==> src/e1lf_pkg.sv <==
// shared constants and types of the e1 line framing and configuration block
// assumes a single 250 MHz clock domain; switch pins read 1 when a switch is on
package e1lf_pkg;
  // ---------------------------------------------------------------
  // register map
  // ---------------------------------------------------------------
  localparam logic [3:0] REG_CTRL = 4'h0;
  localparam logic [3:0] REG_STATUS = 4'h4;
  localparam logic [3:0] REG_CRCERR = 4'h8;
  // ---------------------------------------------------------------
  // timing
  // ---------------------------------------------------------------
  localparam int CLK_FREQ_KHZ = 250000;
  localparam int LINE_RATE_KHZ = 2048;
  localparam int INT_DIV = CLK_FREQ_KHZ / LINE_RATE_KHZ;
  // ---------------------------------------------------------------
  // frame structure
  // ---------------------------------------------------------------
  localparam logic [4:0] FRAMING_SLOT = 5'h00;
  localparam logic [4:0] SIGNALLING_SLOT = 5'h10;
  localparam logic [4:0] LAST_SLOT = 5'h1f;
  localparam logic [3:0] LAST_FRAME = 4'hf;
  localparam logic [2:0] LAST_SMF_FRAME = 3'h7;
  localparam logic [4:0] RATE_CLEAR_CHANNEL = 5'h1f;
  localparam logic [3:0] MF_ALIGN_WORD = 4'h0;
  localparam logic [2:0] MF_ALIGN_LAST = 3'h3;
  localparam logic [1:0] CAS_LOSS_MISSES = 2'h2;
  localparam logic [7:0] IDLE_BYTE = 8'hff;
  localparam logic [3:0] CRC_POLY = 4'h3;
  // ---------------------------------------------------------------
  // synchroniser bit positions
  // ---------------------------------------------------------------
  localparam int SY_DTE_DATA = 0;
  localparam int SY_DTE_CLK = 1;
  localparam int SY_RX_NEG = 2;
  localparam int SY_RX_POS = 3;
  localparam int SY_RX_CLK = 4;
  localparam int SY_LINE_CODE = 5;
  localparam int SY_CLK_LOW = 6;
  localparam int SY_CLK_HIGH = 7;
  localparam int SY_RATE = 8;
  localparam int SY_CAS = 13;
  localparam int SY_CRC = 14;
  localparam int SY_OPT = 15;
  localparam int SY_ADDR = 20;
  localparam int SYNC_W = 28;
  // ---------------------------------------------------------------
  // types
  // ---------------------------------------------------------------
  typedef enum logic [1:0] {
    CLK_NETWORK = 2'h0,
    CLK_INTERNAL = 2'h1,
    CLK_EXTERNAL = 2'h2
  } e1lf_clk_t;
  typedef enum logic [1:0] {SYM_ZERO = 2'h0, SYM_MARK = 2'h1, SYM_BIP = 2'h2, SYM_VIOL = 2'h3} e1lf_sym_t;
  typedef enum logic [1:0] {CS_SYNC0 = 2'h0, CS_SYNC1 = 2'h1, CS_STRAP = 2'h3, CS_RUN = 2'h2} e1lf_cs_t;
  // options: [0] csu remote loop, [1] loop response off, [2] dte test off,
  // [3] front panel off, [4] terminal management instead of network management
  typedef struct packed {
    logic [4:0] options;
    logic crcEn;
    logic casEn;
    logic [4:0] rateCode;
    e1lf_clk_t clockSel;
    logic amiMode;
    logic softwareControl;
  } e1lf_cfg_t;
  localparam e1lf_cfg_t CFG_RESET = '{options: 5'h06, crcEn: 1'b0, casEn: 1'b0,
    rateCode: RATE_CLEAR_CHANNEL, clockSel: CLK_INTERNAL, amiMode: 1'b0, softwareControl: 1'b0};
endpackage : e1lf_pkg

==> src/e1lf_line_encoder.sv <==
// bipolar line encoder, hdb3 or ami
// assumes one bitStrobe per line bit from the framer on the same clock
`timescale 1ns/1ps
`default_nettype none
module e1lf_line_encoder
  import e1lf_pkg::*;
(
  // clock and reset
  input wire logic clk,
  input wire logic rst,
  // bit stream
  input wire logic bitIn,
  input wire logic bitStrobe,
  input wire logic amiMode,
  // line pulses
  output logic linePos,
  output logic lineNeg
);
  typedef struct packed {
    e1lf_sym_t [3:0] sym;
    logic lastPol;
    logic oddMarks;
    logic pos;
    logic neg;
  } e1lf_enc_t;
  e1lf_enc_t q, d;
  e1lf_sym_t newSym;
  e1lf_sym_t midSym;
  // next state: four-symbol lookahead, output from the oldest entry
  always_comb begin
    d = q;
    newSym = bitIn ? SYM_MARK : SYM_ZERO;
    midSym = q.sym[2];
    if (bitStrobe) begin
      if (!amiMode && !bitIn && q.sym[2:0] == '0) begin
        newSym = SYM_VIOL;
        if (!q.oddMarks) begin
          midSym = SYM_BIP;
        end
        d.oddMarks = 1'b0;
      end else if (bitIn) begin
        d.oddMarks = ~q.oddMarks;
      end
      unique case (q.sym[3])
        SYM_ZERO: begin
          d.pos = 1'b0;
          d.neg = 1'b0;
        end
        SYM_MARK, SYM_BIP: begin
          d.lastPol = ~q.lastPol;
          d.pos = ~q.lastPol;
          d.neg = q.lastPol;
        end
        SYM_VIOL: begin
          d.pos = q.lastPol;
          d.neg = ~q.lastPol;
        end
      endcase
      d.sym[3] = midSym;
      d.sym[2] = q.sym[1];
      d.sym[1] = q.sym[0];
      d.sym[0] = newSym;
    end
  end
  // state register
  always_ff @(posedge clk or posedge rst) begin
    if (rst) begin
      q <= '0;
    end else begin
      q <= d;
    end
  end
  assign linePos = q.pos;
  assign lineNeg = q.neg;
endmodule : e1lf_line_encoder
`default_nettype wire

==> src/e1lf_line_decoder.sv <==
// bipolar line decoder, hdb3 or ami
// assumes rxStrobe marks one sampled line bit on the same clock
`timescale 1ns/1ps
`default_nettype none
module e1lf_line_decoder
  import e1lf_pkg::*;
(
  // clock and reset
  input wire logic clk,
  input wire logic rst,
  // sampled line
  input wire logic rxPos,
  input wire logic rxNeg,
  input wire logic rxStrobe,
  input wire logic amiMode,
  // decoded bits
  output logic bitOut,
  output logic bitValid
);
  typedef struct packed {
    logic [3:0] data;
    logic lastPol;
    logic seenPulse;
    logic out;
    logic valid;
  } e1lf_dec_t;
  e1lf_dec_t q, d;
  logic pulse;
  logic isViol;
  // next state: four-bit delay so a substituted pulse can be erased
  always_comb begin
    d = q;
    pulse = rxPos | rxNeg;
    isViol = !amiMode && pulse && q.seenPulse && (rxPos == q.lastPol);
    d.valid = rxStrobe;
    if (rxStrobe) begin
      d.out = q.data[3];
      d.data = {q.data[2] & ~isViol, q.data[1:0], pulse & ~isViol};
      if (pulse) begin
        d.lastPol = rxPos;
        d.seenPulse = 1'b1;
      end
    end
  end
  // state register
  always_ff @(posedge clk or posedge rst) begin
    if (rst) begin
      q <= '0;
    end else begin
      q <= d;
    end
  end
  assign bitOut = q.out;
  assign bitValid = q.valid;
endmodule : e1lf_line_decoder
`default_nettype wire

==> src/e1lf_line_framing_config.sv <==
// e1 line framing and configuration: switch decode, timing select, framer,
// multiframe check, checksum multiframe and line coding
// assumes switch and line pins asynchronous to clk; register port on clk
//
// The implementer's own choices: strobed register access and the address map.
`timescale 1ns/1ps
`default_nettype none
module e1lf_line_framing_config
  import e1lf_pkg::*;
#(
  parameter logic [7:0] FRAME_WORD = 8'hff
) (
  // clock and reset
  input wire logic clk,
  input wire logic rst,
  // register port
  input wire logic [3:0] regAddr,
  input wire logic [31:0] regWrData,
  input wire logic regWrStrobe,
  input wire logic regRdStrobe,
  output logic [31:0] regRdData,
  // configuration switches, 1 = on
  input wire logic lineCodeSwitch,
  input wire logic clockSelectHigh,
  input wire logic clockSelectLow,
  input wire logic [4:0] rateCodeSwitches,
  input wire logic signallingMultiframeEnable,
  input wire logic checksumMultiframeEnable,
  input wire logic [4:0] optionSwitches,
  input wire logic [7:0] cardAddressSwitches,
  // network line
  input wire logic rxLineClk,
  input wire logic rxLinePos,
  input wire logic rxLineNeg,
  output logic txLinePos,
  output logic txLineNeg,
  // dte serial port
  input wire logic dteTermClk,
  input wire logic dteTxData,
  output logic dteTxTake,
  output logic dteRxData,
  output logic dteRxValid,
  // status
  output logic casLoss,
  output logic framedMode,
  output logic [4:0] optionsActive
);
  // ---------------------------------------------------------------
  // state
  // ---------------------------------------------------------------
  typedef struct packed {
    logic [SYNC_W-1:0] sync1;
    logic [SYNC_W-1:0] sync2;
    logic rxClkLast;
    logic dteClkLast;
    e1lf_cs_t cfgState;
    logic resetMode;
    e1lf_cfg_t ctrl;
    e1lf_cfg_t eff;
    logic framed;
    logic [6:0] divCount;
    logic [2:0] txBitIdx;
    logic [4:0] txSlot;
    logic [3:0] txFrame;
    logic [4:0] txUsed;
    logic txBit;
    logic txStrobe;
    logic txTake;
    logic rxStrobe;
    logic rxPos;
    logic rxNeg;
    logic [2:0] rxBitIdx;
    logic [4:0] rxSlot;
    logic [3:0] rxFrame;
    logic [4:0] rxUsed;
    logic rxData;
    logic rxValid;
    logic [2:0] casWord;
    logic [1:0] casMisses;
    logic casLoss;
    logic [3:0] txCrc;
    logic [3:0] txCrcHold;
    logic [3:0] rxCrc;
    logic [3:0] rxCrcHold;
    logic [3:0] rxCbits;
    logic crcErr;
    logic [15:0] crcErrCount;
    logic [31:0] rdData;
  } e1lf_top_t;
  e1lf_top_t q, d;
  e1lf_cfg_t dip;
  logic rxEdge, dteEdge, intTick, txTick, txData, rxData, crcActive;
  logic decBit, decValid, casCheck, casHit, rxIsC, txIsC;
  logic [SYNC_W-1:0] pins;

  assign pins = {cardAddressSwitches, optionSwitches, checksumMultiframeEnable,
    signallingMultiframeEnable, rateCodeSwitches, clockSelectHigh, clockSelectLow,
    lineCodeSwitch, rxLineClk, rxLinePos, rxLineNeg, dteTermClk, dteTxData};

  // in framed mode timeslot 16 goes to data only without signalling multiframe
  function automatic logic isDataSlot(input logic [4:0] slot, input logic [4:0] used,
                                      input e1lf_cfg_t c);
    if (c.rateCode == RATE_CLEAR_CHANNEL) begin
      return 1'b1;
    end
    if (slot == FRAMING_SLOT) begin
      return 1'b0;
    end
    if (c.casEn && slot == SIGNALLING_SLOT) begin
      return 1'b0;
    end
    return used <= c.rateCode;
  endfunction : isDataSlot

  // checksum shift, x^4 + x + 1
  function automatic logic [3:0] crcStep(input logic [3:0] crc, input logic b);
    return {crc[2:0], 1'b0} ^ ((b ^ crc[3]) ? CRC_POLY : 4'h0);
  endfunction : crcStep

  // ---------------------------------------------------------------
  // next state
  // ---------------------------------------------------------------
  always_comb begin
    d = q;
    // synchronisers and edge detect
    d.sync1 = pins;
    d.sync2 = q.sync1;
    d.rxClkLast = q.sync2[SY_RX_CLK];
    d.dteClkLast = q.sync2[SY_DTE_CLK];
    rxEdge = q.sync2[SY_RX_CLK] & ~q.rxClkLast;
    dteEdge = q.sync2[SY_DTE_CLK] & ~q.dteClkLast;
    // software control register
    if (regWrStrobe && regAddr == REG_CTRL) begin
      d.ctrl = e1lf_cfg_t'(regWrData[15:0]);
    end
    // power-up strap capture after the synchronisers settle
    unique case (q.cfgState)
      CS_SYNC0: d.cfgState = CS_SYNC1;
      CS_SYNC1: d.cfgState = CS_STRAP;
      CS_STRAP: begin
        // all address switches on forces switch control
        if (&q.sync2[SY_ADDR +: 8]) begin
          d.resetMode = 1'b1;
          d.ctrl.softwareControl = 1'b0;
        end
        d.cfgState = CS_RUN;
      end
      CS_RUN: d.cfgState = CS_RUN;
    endcase
    dip.amiMode = q.sync2[SY_LINE_CODE];
    unique case ({q.sync2[SY_CLK_HIGH], q.sync2[SY_CLK_LOW]})
      2'b10: dip.clockSel = CLK_INTERNAL;
      2'b01: dip.clockSel = CLK_EXTERNAL;
      default: dip.clockSel = CLK_NETWORK;
    endcase
    dip.rateCode = ~q.sync2[SY_RATE +: 5];
    dip.casEn = q.sync2[SY_CAS];
    dip.crcEn = q.sync2[SY_CRC];
    dip.options = q.sync2[SY_OPT +: 5];
    dip.softwareControl = 1'b0;
    // switches unless software control is on
    d.eff = q.ctrl.softwareControl ? q.ctrl : dip;
    d.framed = d.eff.rateCode != RATE_CLEAR_CHANNEL;
    crcActive = q.framed && q.eff.crcEn;
    // transmit timing source
    intTick = q.divCount == 7'(INT_DIV - 1);
    d.divCount = intTick ? 7'h00 : q.divCount + 7'h01;
    unique case (q.eff.clockSel)
      CLK_NETWORK: txTick = rxEdge;
      CLK_INTERNAL: txTick = intTick;
      CLK_EXTERNAL: txTick = dteEdge;
      default: txTick = 1'b0;
    endcase
    // transmit framer
    d.txStrobe = txTick;
    d.txTake = 1'b0;
    txIsC = q.txSlot == FRAMING_SLOT && q.txBitIdx == 3'h0 && !q.txFrame[0];
    txData = isDataSlot(q.txSlot, q.txUsed, q.eff);
    if (txTick) begin
      if (txData) begin
        // unframed carries data in every slot
        d.txBit = q.sync2[SY_DTE_DATA];
        d.txTake = 1'b1;
      end else if (q.txSlot == FRAMING_SLOT) begin
        // checksum bits and remote error indication
        if (crcActive && q.txBitIdx == 3'h0) begin
          d.txBit = q.txFrame[0] ? ~q.crcErr : q.txCrcHold[~q.txFrame[2:1]];
        end else begin
          d.txBit = q.txFrame[0] ? IDLE_BYTE[~q.txBitIdx] : FRAME_WORD[~q.txBitIdx];
        end
      end else if (q.txSlot == SIGNALLING_SLOT && q.txFrame == 4'h0
                   && q.txBitIdx <= MF_ALIGN_LAST) begin
        // alignment word in the upper bits
        d.txBit = MF_ALIGN_WORD[~q.txBitIdx[1:0]];
      end else begin
        d.txBit = IDLE_BYTE[~q.txBitIdx];
      end
      d.txCrc = crcStep(q.txCrc, (crcActive && txIsC) ? 1'b0 : d.txBit);
      d.txBitIdx = q.txBitIdx + 3'h1;
      if (&q.txBitIdx) begin
        d.txSlot = q.txSlot + 5'h01;
        d.txUsed = q.txUsed + {4'h0, txData && q.framed};
        if (q.txSlot == LAST_SLOT) begin
          d.txFrame = q.txFrame + 4'h1;
          d.txUsed = 5'h00;
          if (q.txFrame[2:0] == LAST_SMF_FRAME) begin
            d.txCrcHold = d.txCrc;
            d.txCrc = 4'h0;
          end
        end
      end
    end
    // receive side
    d.rxStrobe = rxEdge;
    d.rxPos = q.sync2[SY_RX_POS];
    d.rxNeg = q.sync2[SY_RX_NEG];
    d.rxValid = 1'b0;
    rxIsC = q.rxSlot == FRAMING_SLOT && q.rxBitIdx == 3'h0 && !q.rxFrame[0];
    rxData = isDataSlot(q.rxSlot, q.rxUsed, q.eff);
    casCheck = 1'b0;
    casHit = {q.casWord, decBit} == MF_ALIGN_WORD;
    if (decValid) begin
      d.rxValid = rxData;
      d.rxData = decBit;
      if (q.rxSlot == SIGNALLING_SLOT && q.rxFrame == 4'h0 && q.rxBitIdx <= MF_ALIGN_LAST) begin
        d.casWord = {q.casWord[1:0], decBit};
        casCheck = q.rxBitIdx == MF_ALIGN_LAST && q.framed && q.eff.casEn;
      end
      if (rxIsC) begin
        d.rxCbits = {q.rxCbits[2:0], decBit};
      end
      d.rxCrc = crcStep(q.rxCrc, (crcActive && rxIsC) ? 1'b0 : decBit);
      d.rxBitIdx = q.rxBitIdx + 3'h1;
      if (&q.rxBitIdx) begin
        d.rxSlot = q.rxSlot + 5'h01;
        d.rxUsed = q.rxUsed + {4'h0, rxData && q.framed};
        if (q.rxSlot == LAST_SLOT) begin
          d.rxFrame = q.rxFrame + 4'h1;
          d.rxUsed = 5'h00;
          if (q.rxFrame[2:0] == LAST_SMF_FRAME) begin
            // compare received checksum with local one
            d.crcErr = crcActive && d.rxCbits != q.rxCrcHold;
            if (d.crcErr) begin
              d.crcErrCount = q.crcErrCount + 16'h0001;
            end
            d.rxCrcHold = d.rxCrc;
            d.rxCrc = 4'h0;
          end
        end
      end
    end
    // two misses set, one hit clears
    if (!(q.framed && q.eff.casEn)) begin
      d.casMisses = 2'h0;
      d.casLoss = 1'b0;
    end else if (casCheck) begin
      if (casHit) begin
        d.casMisses = 2'h0;
        d.casLoss = 1'b0;
      end else begin
        if (q.casMisses != CAS_LOSS_MISSES) begin
          d.casMisses = q.casMisses + 2'h1;
        end
        if (q.casMisses + 2'h1 >= CAS_LOSS_MISSES) begin
          d.casLoss = 1'b1;
        end
      end
    end
    // register read data, valid in the following cycle only
    d.rdData = 32'h0000_0000;
    if (regRdStrobe) begin
      unique case (regAddr)
        REG_CTRL: d.rdData = {16'h0000, q.ctrl};
        REG_STATUS: d.rdData = {13'h0, q.sync2[SY_ADDR +: 8], q.eff.rateCode,
                                q.eff.clockSel, q.eff.amiMode, q.resetMode, q.framed,
                                q.casLoss};
        REG_CRCERR: d.rdData = {16'h0000, q.crcErrCount};
        default: d.rdData = 32'h0000_0000;
      endcase
    end
  end

  // ---------------------------------------------------------------
  // state register
  // ---------------------------------------------------------------
  always_ff @(posedge clk or posedge rst) begin
    if (rst) begin
      q <= '0;
      q.ctrl <= CFG_RESET;
      q.eff <= CFG_RESET;
      q.cfgState <= CS_SYNC0;
    end else begin
      q <= d;
    end
  end

  // line coders
  e1lf_line_encoder u_enc (
    .clk(clk),
    .rst(rst),
    .bitIn(q.txBit),
    .bitStrobe(q.txStrobe),
    .amiMode(q.eff.amiMode),
    .linePos(txLinePos),
    .lineNeg(txLineNeg)
  );
  e1lf_line_decoder u_dec (
    .clk(clk),
    .rst(rst),
    .rxPos(q.rxPos),
    .rxNeg(q.rxNeg),
    .rxStrobe(q.rxStrobe),
    .amiMode(q.eff.amiMode),
    .bitOut(decBit),
    .bitValid(decValid)
  );

  // outputs
  assign regRdData = q.rdData;
  assign dteTxTake = q.txTake;
  assign dteRxData = q.rxData;
  assign dteRxValid = q.rxValid;
  assign casLoss = q.casLoss;
  assign framedMode = q.framed;
  assign optionsActive = q.eff.options;
endmodule : e1lf_line_framing_config
`default_nettype wire

==> config.mk <==
export PLATFORM = sky130hd
export DESIGN_NAME = e1lf_line_framing_config
export DESIGN_NICKNAME = d
export VERILOG_FILES = /design/src/e1lf_pkg.sv /design/src/e1lf_line_encoder.sv /design/src/e1lf_line_decoder.sv /design/src/e1lf_line_framing_config.sv
export SDC_FILE = /design/constraint.sdc
export NUM_CORES = 1
export LEC_CHECK = 0
export ABC_AREA = 1
export BUFFER_PORTS_ARGS = -buffer_cell sky130_fd_sc_hd__buf_4
export CORE_ASPECT_RATIO = 0.9
export CORE_UTILIZATION = 48
export CTS_BUF_LIST = sky130_fd_sc_hd__clkbuf_2
export DETAILED_ROUTE_END_ITERATION = 10
export PLACE_DENSITY = 0.78
export SYNTH_ARGS = -nofsm -noshare
export SYNTH_HDL_FRONTEND = slang
export SYNTH_HIERARCHICAL = 1
export SYNTH_SLANG_ARGS = --single-unit
==> constraint.sdc <==
create_clock -name clk -period 7.1 [get_ports clk]
set_input_delay 0.71 -clock clk [delete_from_list [all_inputs] [get_ports clk]]
set_output_delay 0.71 -clock clk [all_outputs]
set_load 0.01 [all_outputs]
==> results.yml, run 1 <==
logic_synthesis:
  syn_inst: 1093
  synth.lib_cells_used.distinct: 49
  post_synth.cell_area_avg_sq_um: 9.19
  synth_top_cells_by_area: "dfrtp_1 52%, nand2_1 13%, ha_1 4.9%"
  synth.largest_area_cell: "dfrtp_1"
  asyncSetResetFlopFracSynth_pct: 100
  postSynth.topFlopCell: "dfrtp_1"
  synth-seq-area-share_pct: 56.0
  synth_edf_count: 0
  synth.ff_latch_count: 224
  yosys_warnings: 6
  mapped_area_sq_um: 10000
  yosys.area.top_type_share_pct: 51.8
clocking:
  numCtsBuffers: 56
  cts_tree: "built"
  tritoncts_num_sinks: 224
  cts.reportedPaths.clkPinSlew_ps: 110
  ctsResizeCount: 0
  maximum_clock_insertion_buffer_count: 3
  cts_post_setup_buffers_inserted: 0
  clock_tree.root_cell: "clkbuf_2"
  cts.hold.buffers_added: 45
  worstSkewPairLatency_ps: 880
  cts.htree.levels: 2
place:
  place.port_buffers: 82
  place.detailed.hpwl_um: 14000
  placed_cells: 1391
  place_congestion: 0.862
  dpl_worst_slack_ps: 4240
worst_setup_path:
  r2r-start: "q[132]$_DFF_PP1_"
  worstPathMaxFanout: 3
  cp.required_ps: 7880
  reg2reg_slack_ps: 4280
  worst_endpoint_data_arrival_time_ps: 3600
  regToRegEndpoint: "q[81]$_DFFE_PP0P_"
  critPathKind: "flip-flop to flip-flop"
  timing.reg2reg.worst_path_depth: 14
  cp-end-kind: "flip-flop"
  kind_of_start_point_of_the_critical_path: "flip-flop"
pwr:
  max-vdd-ir-drop_mv: 0.152
  leakage_power_total_nw: 6.07
  power-per-cell-area_nw_per_um2: 267
timing:
  period_needed_ps: 2820
  max_clock_freq_mhz: 354
  worst-slew-pin-transition_ps: 1220
  report.final.setup_viol: 0
  rsz0062_at_grt: "false"
  fin_ws_ps: 4280
  final.setup.tns_ps: 0
  final_hold_viol_count: 0
  fin_worst_skew_ps: 54.5
  timing.final.max_slew_violations: 0
  maxSlewHeadroom_pct: 18.6
  post-route-period-util_pct: 39.8
global_route:
  grt_pass1_wl_um: 34900
  grtUsageTotal_pct: 20.3
  globalRouteOverflowTotal: 0
  grt_antenna_before_repair: 1
  grt_start_max_net_pins: 124
  grt_pass1_vias: 7325
routing:
  drtPass1Iterations: 5
  route.detailed.drc: 0
  first_iter_violations: 459
  postRouteAntennaNets: 0
  drt_wl_total_um: 20900
  detailroute.via_count: 7550
  avgViaCountPerCell: 4.89
  detail_route.wl_per_cell_um: 13.6
cells_and_area:
  layout-drive-gt1-share_pct: 18.3
  multi_input_comb_area_sq_um: 3620
  syn_to_final_growth_pct: 16.1
  final_util_pct: 57.6
  final_cells: 1543
  final.fill_count: 1712
  final-seq-area_sq_um: 5630
  num-nets-final: 1346
floorplan:
  core_area_sq_um: 20200
  floorplan.initialDensity_pct: 49.6
  core.rowCount: 49
  die-width_um: 154
  die_area_sq_um: 21500
  chip_height_um: 139
  io_pins: 112
worst_hold_path:
  hold_class: "input pin to flip-flop"
  endpoint_worst_hold: "regRdData[10]$_DFF_PP0_"
  worstHoldPathCells: 3
  timing.hold.worst.start: "regRdStrobe"
run:
  max_cap_viol_count: 0
status:
  run_status: "complete, no violations"
state kept, by name, indices dropped and copies added (netlist names):
signal and cells:
q 135, d 32, regRdData 19, u_enc/q 10
dip 8, u_dec/q 6, optionsActive 5, casLoss 1
dteRxData 1, dteRxValid 1, dteTxTake 1, framedMode 1
u_dec/bitOut 1, u_dec/bitValid 1, u_enc/lineNeg 1, u_enc/linePos 1
where the power goes:
part | internal, mW | switching [mW]
Combinational | 0.257 | 0.425
Clock | 0.317 | 0.528
Sequential | 1.45 | 0.136
area by class of cell:
type | count | share of cell area [%]
diodes | 1 | 0.0215
repair buffers | 129 | 9.27
well taps | 255 | 2.74
inverters | 130 | 4.27
multi-input cells | 698 | 31.0
flip-flops and latches | 224 | 48.2
clock inverters | 25 | 0.944
clock buffers | 81 | 3.48
cells in the mapped netlist (2+ instances only):
library cell / instances
nand2_2: 7
mux2_2: 3
dfrtp_1: 208
or2_2: 2
o31ai_1: 2
a21oi_1: 13
nor2_1: 55
o21ai_0: 49
nand3_1: 61
o21ai_1: 9
clkbuf_1: 9
nor2_4: 5
o21ai_2: 2
nand2_4: 2
ha_1: 39
o22ai_1: 5
nor3_4: 2
nor3b_1: 2
nor2_2: 7
nor4_1: 4
nand3_2: 2
nand2_1: 344
buf_2: 3
nor3_2: 2
inv_2: 7
buf_4: 39
dfstp_2: 16
clkinv_2: 2
nand4_1: 18
nand3b_1: 3
xor2_1: 16
inv_1: 120
nor3_1: 10
xnor2_1: 10
how the worst max path moves through the flow:
| stage | startpoint | to | slack [ps] | cells past startpoint |
|---|---|---|---|---|
| floorplan | rst | casLoss$_DFFE_PP0P_ | 850 | 1 |
| global placement | regAddr[1] | q[141]$_DFF_PP0_ | 4190 | 8 |
| detailed placement | regAddr[1] | q[141]$_DFF_PP0_ | 4240 | 8 |
| CTS | q[133]$_DFF_PP1_ | q[81]$_DFFE_PP0P_ | 4270 | 14 |
| global route | q[132]$_DFF_PP1_ | q[81]$_DFFE_PP0P_ | 4060 | 14 |
| finish | q[132]$_DFF_PP1_ | q[81]$_DFFE_PP0P_ | 4280 | 14 |
cell usage in the layout, fill, tap and decap left out, types with 22 or more instances in the layout:
master,n
clkinv_1,22
ha_1,39
buf_4,84
dlygate4sd3_1,45
o21ai_0,49
clkbuf_2,81
dfrtp_1,208
nor2_1,55
inv_1,119
nand2_1,344
nand3_1,61
metrics by stage:
step,area [sq um],total power [mW],hold WS (ps)
4_1_cts,11700,3.14,77.9
5_1_grt,11700,3.32,104
3_5_place_dp,10700,2.26,335
2_1_floorplan,10100,2.08,331
6_report,11700,3.11,163
3_3_place_gp,10700,2.23,333
worst max-delay path: stages, from the launching register on:
cell and delay (ps):
dfstp_2 550, inv_1 70, ha_1 300, nand4_1 120, o221ai_1 160, o21ai_0 100, a21boi_0 500, nor2_1 110
ha_1 230, ha_1 190, nand2_1 60, nor2_1 50, nand2_1 70, o22ai_1 60, a21oi_1 140
layer usage:
layer  vias to the layer above  wire length (um)  global-route usage [%]
met2                       224              9760                    31.6
met4                         0               585                    8.96
li1                       3731                 -                       -
met5                         -                 0                       0
met1                      3539              9450                    27.5
met3                        56              1140                    4.16
logic make-up after synthesis:
group / share of synthesized area [%]
other: 0.0374
flip-flops: 56.0
adder cells (fa/ha/maj): 4.86
XOR/XNOR: 2.27
AO/OA/AOI/OAI: 4.69
buffers and inverters: 8.44
AND/OR/NAND/NOR: 23.3
multiplexers: 0.336
(Power assumes the default switching activity.)
==> run 2: changes to the inputs <==
clock period = 2.8 ns   (was 7.1 ns; I/O delays follow)
==> run 2 against run 1 <==
  * Sequential cell count stayed put
  * Clock skew is 83 ps higher
  * Via count is 4.6% higher
  * Largest cell class unchanged
  * Largest power group unchanged
  * Sequential power grew to 2.5 times the previous value
  * Non-clock buffer count is 49 higher
  * Critical endpoint unchanged
  * First-iteration DRC count is 13% higher
  * Worst hold slack worse by 100 ps
  * Critical path depth stayed put
  * Critical path type unchanged
==> results.yml, run 2 (same netlist as run 1, synthesis figures left out) <==
status:
  run_status: "complete, no violations"
floorplan:
  die-width_um: 154
  io_pins: 112
  core_area_sq_um: 20200
  floorplan.initialDensity_pct: 49.6
  core.rowCount: 49
  die_area_sq_um: 21500
  chip_height_um: 139
clocking:
  cts_tree: "built"
  numCtsBuffers: 55
  cts.reportedPaths.clkPinSlew_ps: 110
  clock_tree.root_cell: "clkbuf_2"
  cts.htree.levels: 2
  tritoncts_num_sinks: 224
  worstSkewPairLatency_ps: 930
  maximum_clock_insertion_buffer_count: 3
timing:
  max_clock_freq_mhz: 377
  period_needed_ps: 2650
  maxSlewHeadroom_pct: 42.7
  final_hold_viol_count: 0
  worst-slew-pin-transition_ps: 860
  post-route-period-util_pct: 94.7
  fin_worst_skew_ps: 137
  report.final.setup_viol: 0
  timing.final.max_slew_violations: 0
routing:
  detail_route.wl_per_cell_um: 14.1
  first_iter_violations: 520
  drtPass1Iterations: 6
  avgViaCountPerCell: 4.98
  drt_wl_total_um: 22400
  detailroute.via_count: 7898
  route.detailed.drc: 0
  postRouteAntennaNets: 0
place:
  place_congestion: 0.860
  place.detailed.hpwl_um: 14100
  place.port_buffers: 82
  place_area_sq_um: 10700
cells_and_area:
  num-nets-final: 1394
  mostFrequentLayoutCell: "nand2_1"
  finish.instance_area_sq_um: 12200
  largest_reg_flops: 135
  final.fill_count: 1654
  layout-drive-gt1-share_pct: 18.4
  syn_to_final_growth_pct: 21.2
  top_register: "q"
  final_cell_mix: "343 x nand2_1, 208 x dfrtp_1, 119 x inv_1, 89 x dlygate4sd3_1, 88 x buf_4"
  final_util_pct: 60.2
worst_setup_path:
  kind_of_start_point_of_the_critical_path: "flip-flop"
  cp.required_ps: 3500
  critical_path.most_common_cell: "ha_1"
  critPathKind: "flip-flop to flip-flop"
  cp-end-kind: "flip-flop"
  path_cells: "inv_1 > ha_1 > a21oi_1 > o221ai_1 > o21ai_0 > a21boi_1 > nor2_1 > ha_1 > ha_1 > nand2_1 > nor2_1 > nand2_1 > o22ai_1 > a21oi_1"
  critical-path-top-delay-family: "compound AO/OA/AOI/OAI gates"
  critical_path_start: "q[131]$_DFF_PP1_"
  worst_path_largest_cell_delay_ps: 550
  crit_slowest_cell: "dfstp_2"
  r2r-start: "q[131]$_DFF_PP1_"
  worst-path-buf-inv: 1
  worst_endpoint_data_arrival_time_ps: 3360
  worstPathMaxFanout: 3
global_route:
  grt_start_max_net_pins: 136
  grtUsageTotal_pct: 21.6
  globalRouteOverflowTotal: 0
  grt_pass1_wl_um: 37000
  grt_pass1_vias: 7820
  grt_antenna_before_repair: 1
pwr:
  power-per-cell-area_nw_per_um2: 665
  totalPowerFinal_mw: 8.10
  max-vdd-ir-drop_mv: 0.348
  leakage_power_total_nw: 6.32
run:
  max_cap_viol_count: 0
worst_hold_path:
  hold_class: "input pin to flip-flop"
  timing.hold.worst.start: "cardAddressSwitches[7]"
==> run 2: changes by cell type in the layout (fill, tap and decap cells not counted), moves of 2 or more <==
cell / delta
buf_4: +4
clkbuf_2: -2
clkinv_1: -6
clkinv_2: +2
dlygate4sd3_1: +44
nor2_1: -2
nor2_2: +2
==> run 2: routing by layer <==
layer  vias up  global-route usage [%]  part of all wire (%)
met5         -                       0                     0
li1       3830                       -                     -
met4         0                    10.2                   3.1
met3        54                    4.88                   7.4
met2       294                    34.5                    47
met1      3720                    28.2                    43
==> run 2: worst register-to-register path, delay by kind of cell (launching register included) <==
family	cells	cell delay, ps
flip-flops	1	550
adder cells (fa/ha/maj)	3	670
AO/OA/AOI/OAI	6	750
AND/OR/NAND/NOR	4	430
buffers and inverters	1	70
==> run 2: worst paths after layout <==
path	endpoint	slack, ps	cells after the start
worst min register to register	q[172]$_DFF_PP0_	340	0
worst max-delay path	q[81]$_DFFE_PP0P_	150	14
worst min-delay path	d[189]$_DFF_PP0_	60	2
worst max register to register	q[81]$_DFFE_PP0P_	150	14
max in group asynchronous	u_enc/q[5]$_DFFE_PP0P_	1830	4
min in group asynchronous	d[185]$_DFF_PP0_	140	4
==> run 2: through the flow <==
step	setup slack [ps]	setup TNS [ps]	hold slack, ps	std cells
5_1_grt	-13.3	-13.3	8.65	1587
6_report	147	0	62.4	1587
2_1_floorplan	-111	-20910	95.7	1105
4_1_cts	192	0	0.955	1586
3_5_place_dp	267	0	282	1396
3_3_place_gp	403	0	282	1396
==> run 2: cell type report <==
type                            instances  area, sq um  share of cell area, %
Antenna cell                            1         2.50                 0.0206
Clock buffer                           79          395                   3.25
Clock inverter                         22          128                   1.05
Inverter                              130          494                   4.06
Multi-Input combinational cell        698         3630                   29.9
Sequential cell                       224         5630                   46.2
Tap cell                              255          319                   2.62
Timing Repair Buffer                  178         1570                   12.9
==> run 2: power breakdown <==
part / internal, mW / switching (mW)
clock network: 0.876 / 1.36
registers: 3.67 / 0.331
logic: 0.747 / 1.11
total: 5.29 / 2.80
==> run 2: repair_timing <==
item,4_1_cts,5_1_grt
endpoints found under the hold margin,271,0
endpoints found under the setup margin,0,3
resized for setup,0,6
buffers inserted,0,0
hold buffers,89,0
